==> src/rgbr_regs.svh <==
`ifndef RGBR_REGS_SVH
`define RGBR_REGS_SVH
// Link clock that the bench drives, in ns
`define RGBR_LINK_CLK_NS      160
`define RGBR_SYS_CLK_NS       20
// Transmit clock half period in system cycles for the fastest link
`define RGBR_TXCLK_HALF       (`RGBR_LINK_CLK_NS / `RGBR_SYS_CLK_NS / 2)
`define RGBR_TXCLK_HALF_W     8
`define RGBR_DELAY_W          8
`define RGBR_FIFO_DEPTH       16
`define RGBR_STAT_EN_BIT      0
`define RGBR_STAT_SKEW_BIT    1
// Link pin positions on the shared pad group
`define RGBR_PIN_TXD          0
`define RGBR_PIN_TXCLK        4
`define RGBR_PIN_TXCTL        5
`define RGBR_PIN_RXCLK        6
`define RGBR_PIN_RXCTL        7
`define RGBR_PIN_RXD          8
`define RGBR_PIN_OE_MASK      12'h03F
`endif

==> src/rgbr_pkg.sv <==
package rgbr_pkg;
	typedef struct packed {
		logic [3:0] data;
		logic       ctl;
		logic       clk;
	} rgbr_ddr_s;

	typedef struct packed {
		logic [7:0] data;
		logic       valid;
		logic       error;
	} rgbr_sdr_s;

	typedef struct packed {
		logic [11:0] pin_out;
		logic [11:0] pin_oe;
	} rgbr_gpio_s;
endpackage : rgbr_pkg

==> src/rgbr_fifo.sv <==
`timescale 1ns/1ps
`default_nettype none
module rgbr_fifo #(
	parameter int WIDTH = 10,
	parameter int DEPTH = 16
) (
	input  wire logic             i_clk,
	input  wire logic             i_rst,
	input  wire logic [WIDTH-1:0] i_data,
	input  wire logic             i_valid,
	output logic                  o_ready,
	output logic      [WIDTH-1:0] o_data,
	output logic                  o_valid,
	input  wire logic             i_ready
);
	localparam int AW = $clog2(DEPTH);

	typedef struct packed {
		logic [DEPTH-1:0][WIDTH-1:0] mem;
		logic [AW-1:0]               wr;
		logic [AW-1:0]               rd;
		logic [AW:0]                 cnt;
	} rgbr_fifo_s;

	rgbr_fifo_s s_q;
	rgbr_fifo_s s_d;
	logic       push;
	logic       pop;

	assign o_ready = (s_q.cnt != (AW+1)'(DEPTH));
	assign o_valid = (s_q.cnt != '0);
	assign o_data  = s_q.mem[s_q.rd];
	assign push    = i_valid && o_ready;
	assign pop     = o_valid && i_ready;

	always_comb
	begin
		s_d = s_q;
		if (push)
		begin
			s_d.mem[s_q.wr] = i_data;
			s_d.wr = (s_q.wr == AW'(DEPTH - 1)) ? '0 : s_q.wr + 1'b1;
		end
		if (pop)
			s_d.rd = (s_q.rd == AW'(DEPTH - 1)) ? '0 : s_q.rd + 1'b1;
		s_d.cnt = s_q.cnt + (AW+1)'(push) - (AW+1)'(pop);
	end

	always_ff @(posedge i_clk)
	begin
		if (i_rst)
		begin
			s_q.wr  <= '0;
			s_q.rd  <= '0;
			s_q.cnt <= '0;
			s_q.mem <= '0;
		end
		else
			s_q <= s_d;
	end
endmodule : rgbr_fifo
`default_nettype wire

==> src/rgbr_bridge.sv <==
`timescale 1ns/1ps
`default_nettype none
`include "rgbr_regs.svh"
module rgbr_bridge (
	input  wire logic                 i_clk,
	input  wire logic                 i_rst,
	input  wire logic [1:0]           i_status,
	input  wire logic [`RGBR_DELAY_W-1:0] i_clk_delay,
	input  wire rgbr_pkg::rgbr_gpio_s i_gpio,
	input  wire logic [11:0]          i_pin_in,
	output rgbr_pkg::rgbr_gpio_s      o_pins,
	output rgbr_pkg::rgbr_sdr_s       o_rx,
	output logic                      o_rx_valid,
	input  wire logic                 i_rx_ready,
	input  wire rgbr_pkg::rgbr_sdr_s  i_tx,
	input  wire logic                 i_tx_valid,
	output logic                      o_tx_ready,
	output logic                      o_port_busy,
	output logic                      o_rx_overflow
);
	import rgbr_pkg::*;

	localparam int RGBR_WORD_W = $bits(rgbr_sdr_s);

	typedef enum logic [1:0] {
		RGBR_TX_LOW  = 2'b01,
		RGBR_TX_HIGH = 2'b10
	} rgbr_tx_e;

	typedef struct packed {
		logic [1:0]                   rxclk_sync;
		logic [1:0]                   rxctl_sync;
		logic [1:0][3:0]              rxd_sync;
		logic                         rxclk_prev;
		logic [3:0]                   lo_nib;
		logic                         lo_ctl;
		rgbr_sdr_s                    rx_word;
		logic                         rx_push;
		logic                         overflow;
		logic [`RGBR_TXCLK_HALF_W-1:0] half_cnt;
		logic                         tx_phase;
		rgbr_tx_e                     tx_state;
		rgbr_sdr_s                    tx_word;
		logic [3:0]                   txd;
		logic                         txctl;
		logic [`RGBR_DELAY_W-1:0]     dly_cnt;
		logic                         txclk;
	} rgbr_state_s;

	rgbr_state_s s_q;
	rgbr_state_s s_d;
	logic        enable;
	logic        skew;
	logic        rx_fifo_ready;
	logic [RGBR_WORD_W-1:0] rx_fifo_data;
	logic        half_done;
	logic        rx_rise;
	logic        rx_fall;
	logic        rx_pin_clk;
	logic        rx_pin_ctl;
	logic [3:0]  rx_pin_data;
	logic        tx_slot;
	logic        tx_take;
	logic        clk_edge_now;
	logic        clk_edge_late;

	assign enable = i_status[`RGBR_STAT_EN_BIT];
	assign skew   = i_status[`RGBR_STAT_SKEW_BIT];
	assign half_done = (s_q.half_cnt ==
		`RGBR_TXCLK_HALF_W'(`RGBR_TXCLK_HALF - 1));
	assign rx_rise = s_q.rxclk_sync[1] && !s_q.rxclk_prev;
	assign rx_fall = !s_q.rxclk_sync[1] && s_q.rxclk_prev;
	assign o_port_busy = enable;
	// A byte is only taken at the end of a low-nibble half, as the high nibble goes out
	assign tx_slot     = half_done && s_q.tx_phase;
	assign o_tx_ready  = enable && (s_q.tx_state == RGBR_TX_HIGH) &&
		tx_slot;
	assign o_rx_overflow = s_q.overflow;

	assign tx_take       = o_tx_ready && i_tx_valid;
	assign rx_pin_clk    = i_pin_in[`RGBR_PIN_RXCLK];
	assign rx_pin_ctl    = i_pin_in[`RGBR_PIN_RXCTL];
	assign rx_pin_data   = i_pin_in[`RGBR_PIN_RXD +: 4];
	// Without skew the clock moves with the data, with skew it trails it
	assign clk_edge_now  = half_done && !skew;
	assign clk_edge_late = skew && (s_q.dly_cnt == `RGBR_DELAY_W'(1));

	// Pin map: 0-3 TX data, 4 TX clock, 5 TX control, 6 RX clock,
	// 7 RX control, 8-11 RX data
	always_comb
	begin
		o_pins = i_gpio;
		if (enable)
		begin
			// Receive pins are inputs here, so their output bits stay low
			o_pins.pin_out = '0;
			o_pins.pin_out[`RGBR_PIN_TXD +: 4] = s_q.txd;
			o_pins.pin_out[`RGBR_PIN_TXCLK]    = s_q.txclk;
			o_pins.pin_out[`RGBR_PIN_TXCTL]    = s_q.txctl;
			o_pins.pin_oe  = `RGBR_PIN_OE_MASK;
		end
	end

	always_comb
	begin
		s_d = s_q;
		s_d.rx_push = 1'b0;
		// Two-stage synchronisers on every inbound link pin
		s_d.rxclk_sync = {s_q.rxclk_sync[0], rx_pin_clk};
		s_d.rxctl_sync = {s_q.rxctl_sync[0], rx_pin_ctl};
		s_d.rxd_sync   = {s_q.rxd_sync[0], rx_pin_data};
		s_d.rxclk_prev = s_q.rxclk_sync[1];
		if (enable && rx_rise)
		begin
			s_d.lo_nib = s_q.rxd_sync[1];
			s_d.lo_ctl = s_q.rxctl_sync[1];
		end
		if (enable && rx_fall)
		begin
			s_d.rx_word.data  = {s_q.rxd_sync[1], s_q.lo_nib};
			s_d.rx_word.valid = s_q.lo_ctl;
			s_d.rx_word.error = s_q.lo_ctl ^ s_q.rxctl_sync[1];
			// Idle bytes are dropped so the FIFO only carries frame data and error bytes
			s_d.rx_push = s_q.lo_ctl || s_d.rx_word.error;
		end
		// Lost bytes cannot be recovered; flag until the mode is dropped
		if (enable && s_q.rx_push && !rx_fifo_ready)
			s_d.overflow = 1'b1;
		else if (!enable)
			s_d.overflow = 1'b0;

		s_d.half_cnt = half_done ? '0 : s_q.half_cnt + 1'b1;
		if (half_done)
			s_d.tx_phase = !s_q.tx_phase;
		if (!enable)
		begin
			s_d.tx_state = RGBR_TX_LOW;
			s_d.txd      = 4'h0;
			s_d.txctl    = 1'b0;
		end
		else if (half_done)
		begin
			unique case (s_q.tx_state)
				RGBR_TX_LOW:
				begin
					if (!s_q.tx_phase)
					begin
						s_d.txd      = s_q.tx_word.data[3:0];
						s_d.txctl    = s_q.tx_word.valid;
						s_d.tx_state = RGBR_TX_HIGH;
					end
				end
				RGBR_TX_HIGH:
				begin
					s_d.txd   = s_q.tx_word.data[7:4];
					s_d.txctl = s_q.tx_word.valid ^ s_q.tx_word.error;
					s_d.tx_state = RGBR_TX_LOW;
					// No byte offered: an idle byte goes out next
					s_d.tx_word  = tx_take ? i_tx : '0;
				end
				default:
					s_d.tx_state = RGBR_TX_LOW;
			endcase
		end
		// Delayed clock edge trails the data by a programmable count
		if (half_done)
			s_d.dly_cnt = skew ? i_clk_delay : '0;
		else if (s_q.dly_cnt != '0)
			s_d.dly_cnt = s_q.dly_cnt - 1'b1;
		// A delay of zero or of more than a half period never counts down
		// to one, so the delayed clock then stands still
		if (clk_edge_now)
			s_d.txclk = enable && !s_q.tx_phase;
		else if (clk_edge_late)
			// The phase has already turned by the time the delay runs out
			s_d.txclk = enable && s_q.tx_phase;
	end

	always_ff @(posedge i_clk)
	begin
		if (i_rst)
		begin
			s_q          <= '0;
			s_q.tx_state <= RGBR_TX_LOW;
		end
		else
			s_q <= s_d;
	end

	assign rx_fifo_data = s_q.rx_word;

	// Dropping the mode flushes stale bytes so a new session starts clean
	rgbr_fifo #(
		.WIDTH(RGBR_WORD_W),
		.DEPTH(`RGBR_FIFO_DEPTH)
	) u_rx_fifo (
		.i_clk  (i_clk),
		.i_rst  (i_rst || !enable),
		.i_data (rx_fifo_data),
		.i_valid(s_q.rx_push),
		.o_ready(rx_fifo_ready),
		.o_data (o_rx),
		.o_valid(o_rx_valid),
		.i_ready(i_rx_ready)
	);
endmodule : rgbr_bridge
`default_nettype wire

==> config.mk <==
export PLATFORM = sky130hd
export DESIGN_NAME = rgbr_bridge
export DESIGN_NICKNAME = d
export VERILOG_FILES = /design/src/rgbr_pkg.sv /design/src/rgbr_fifo.sv /design/src/rgbr_bridge.sv
export VERILOG_INCLUDE_DIRS = /design/src
export SDC_FILE = /design/constraint.sdc
export NUM_CORES = 1
export LEC_CHECK = 0
export BUFFER_PORTS_ARGS = -buffer_cell sky130_fd_sc_hd__clkbuf_2
export CORE_MARGIN = 4
export CORE_UTILIZATION = 25
export CTS_BUF_LIST = sky130_fd_sc_hd__clkbuf_8
export DETAILED_ROUTE_END_ITERATION = 8
export PLACE_DENSITY_LB_ADDON = 0.25
export SKIP_CTS_REPAIR_TIMING = 1
export SLEW_MARGIN = 20
export SYNTH_ARGS = -nofsm -noshare
export SYNTH_HDL_FRONTEND = slang
export SYNTH_SLANG_ARGS = --single-unit
==> constraint.sdc <==
create_clock -name i_clk -period 2.8 [get_ports i_clk]
set_input_delay 0.56 -clock i_clk [delete_from_list [all_inputs] [get_ports i_clk]]
set_output_delay 0.56 -clock i_clk [all_outputs]
set_load 0.02 [all_outputs]
==> flow_summary.json <==
{
  "outcome": "finished, violations left",
  "violations": "negative setup slack",
  "drcViolationCount": 0,
  "clk_pin_slew_ps": 60,
  "die_x_um": 212.4,
  "fin_ws_ps": -24.62,
  "post-route-min-period_ps": 2825,
  "core_area_um2": 41110,
  "drv_slew": 0,
  "critical_path_class": "register to output pin",
  "htreeDepth": 2,
  "finalCritPeriodShare_pct": 100.9,
  "worst_slew_pin_slew_ps": 777.4,
  "num_antenna_cells": 0,
  "p_leak_nw": 4.769,
  "die_h_um": 212.4,
  "via_count": 7532,
  "yosys_register_bits": 238,
  "final_layout_size_suffix_gt1_share_pct": 26.37,
  "globalplace.congestion": 0.7246,
  "synth-compound-area-share_pct": 4.432,
  "synth.top_cells.by_count": "dfxtp_1, nor2_1, mux2i_1, clkbuf_1, mux4_2",
  "cp.required_ps": 2240,
  "nets": 1193,
  "async_reset_ff_share_pct": 0,
  "ys_top_cells_by_area": "dfxtp_1, mux2i_1, mux4_2",
  "final_cells": 1681,
  "antenna_found_initial": 0,
  "start_util_pct": 25.41,
  "synth_area_um2": 10450,
  "synthCells": 1029,
  "rsz0062_at_grt": "true",
  "synth_top_area_share_pct": 45.62,
  "syn_to_final_growth_pct": 22.71,
  "cts.sinks": 238,
  "hold_ws_ps": 222.7,
  "grt_usage_pct": 11.35,
  "detail-route-antenna-nets": 0,
  "synth.avg_cell_area_um2": 10.15,
  "max_freq_ghz": 0.3540,
  "finalSetupViolCount": 2,
  "yosysMostFrequentCell": "dfxtp_1",
  "hp-class": "input pin to register",
  "yosys.area_share.simple_pct": 15.61,
  "syn_nets": 1105,
  "synth-edff-count": 0,
  "first_iter_violations": 371,
  "synth_ff_type": "dfxtp_1",
  "fin_area_um2": 12820,
  "hold_viol_final": 0,
  "die-area_um2": 45110,
  "dr.pass1.iters": 4,
  "synthMuxAreaShare_pct": 26.62,
  "synth_top_family_by_area": "multiplexers",
  "maxCapViolCount": 0,
  "cts_tree": "built",
  "synth_top_area_cell": "dfxtp_1",
  "seq_area_frac_synth_pct": 45.62,
  "finalSetupTns_ps": -30.59,
  "end_kind": "output pin",
  "dp.cells": 1598,
  "io-pin-count": 98,
  "dpl_cell_area_um2": 11620,
  "cts.path.max_buffers": 3,
  "grt_overflow": 0,
  "ys.warnings.count": 0,
  "worst_slew_margin_rel_pct": 48.10,
  "powerDensity_nw_per_um2": 678.6,
  "hpwl_um": 16710,
  "finalCoreUtilization_pct": 31.18,
  "grt_pass1_vias": 7422,
  "numCtsBuffers": 44,
  "port_buffers": 91,
  "rows": 74,
  "synthAdderAreaFrac_pct": 1.989,
  "wl_um": 26280,
  "synth_xor_xnor_area_share_pct": 1.677,
  "ir_drop_uv": 427.6,
  "synth_cell_types": 47,
  "cp-start-kind": "register",
  "worstPathMaxFanout": 10,
  "clk_latency_ps": 580,
  "wl_per_cell_um": 15.63,
  "fin_worst_skew_ps": 30.67,
  "worst_ep_arrival_time_ps": 2260,
  "grt_max_degree": 55,
  "clock_tree.root_cell": "clkbuf_8",
  "avgViaCountPerCell": 4.481,
  "grt_pass1_wl_um": 41170
}
[layer usage]
layer / global-route usage [%] / vias up / routed length [µm]
met2: 17.87 / 132 / 12000
met1: 15.75 / 3611 / 12790
li1: - / 3752 / -
met4: 3.265 / 0 / 403
met3: 2.464 / 37 / 1080
met5: 0 / - / 0
[logic make-up (layout without fill, tap and decap cells)]
family	count (synthesis)	after routing
AOI/OAI and AO/OA	69	69
xor gates and xnor gates	20	20
adders and majority gates	16	16
buffers and inverters	103	223
DFF	238	238
muxes	227	227
and+or+nand+nor	356	356
[cell type report]
| type | count | area (µm²) |
|---|---|---|
| sequential | 238 | 4772 |
| multi-input combinational | 688 | 5449 |
| tap | 532 | 665.6 |
| timing repair buffer | 131 | 884.6 |
| fill | 4310 | 28290 |
| inverter | 14 | 52.55 |
| clock inverter | 18 | 167.7 |
| clock buffer | 60 | 825.8 |
[path summary, 6_finish.rpt]
check	startpoint	end	slack, ps	cells past startpoint
hold / removal	i_pin_in[6]	s_d[64]$_SDFF_PP0_	220	2
setup / recovery	u_rx_fifo.s_q[5]$_SDFFE_PP0P_	o_rx[8]	-20	5
setup reg to reg	u_rx_fifo.s_q[3]$_SDFF_PP0_	u_rx_fifo.s_q[4]$_SDFF_PP0_	130	13
hold reg to reg	s_d[64]$_SDFF_PP0_	s_d[52]$_SDFF_PP0_	420	1
[cells in the final DEF, fill, tap and decap left out, types with 4 or more instances in the layout]
master	count
nor2_1	201
mux4_2	40
nand2_1	32
nor3b_1	4
buf_12	7
inv_1	18
clkinv_2	4
clkbuf_8	60
a211oi_1	10
a22oi_2	9
a21oi_1	23
or2_2	6
inv_2	4
clkbuf_2	83
xnor2_1	14
and2_1	7
mux2i_1	181
ha_1	12
mux2_2	6
nor3_2	13
a22oi_1	11
nor3_1	11
xor2_1	6
dfxtp_1	234
buf_2	7
nand3_1	21
nor2b_1	29
nand4_1	5
buf_4	31
[sequential cells by signal, indices dropped and copies added, names as in the netlist]
register / count
u_rx_fifo.s_q: 173
s_q: 47
rx_fifo_data: 10
s_d: 7
o_rx_overflow: 1
[power by group]
group / switching, W / internal (W)
Sequential: 0.000111 / 0.00349
Clock: 0.00152 / 0.00219
Combinational: 0.000702 / 0.000686
[critical path, cell delays in order, from the launching register on]
cell	delay, ps
dfxtp_4	430
buf_12	180
mux4_2	550
a22oi_2	270
nand2_1	90
buf_2	160
[metrics by stage]
| step | total power, W | setup slack (ps) |
|---|---|---|
| 2_1_floorplan | 0.004538 | 12.04 |
| 3_3_place_gp | 0.004844 | 55.93 |
| 3_5_place_dp | 0.004856 | -0.4772 |
| 4_1_cts | 0.008646 | -186.8 |
| 5_1_grt | 0.009188 | -109.5 |
| 6_report | 0.008697 | -24.62 |
No activity file was read; power rests on OpenSTA's default activity.
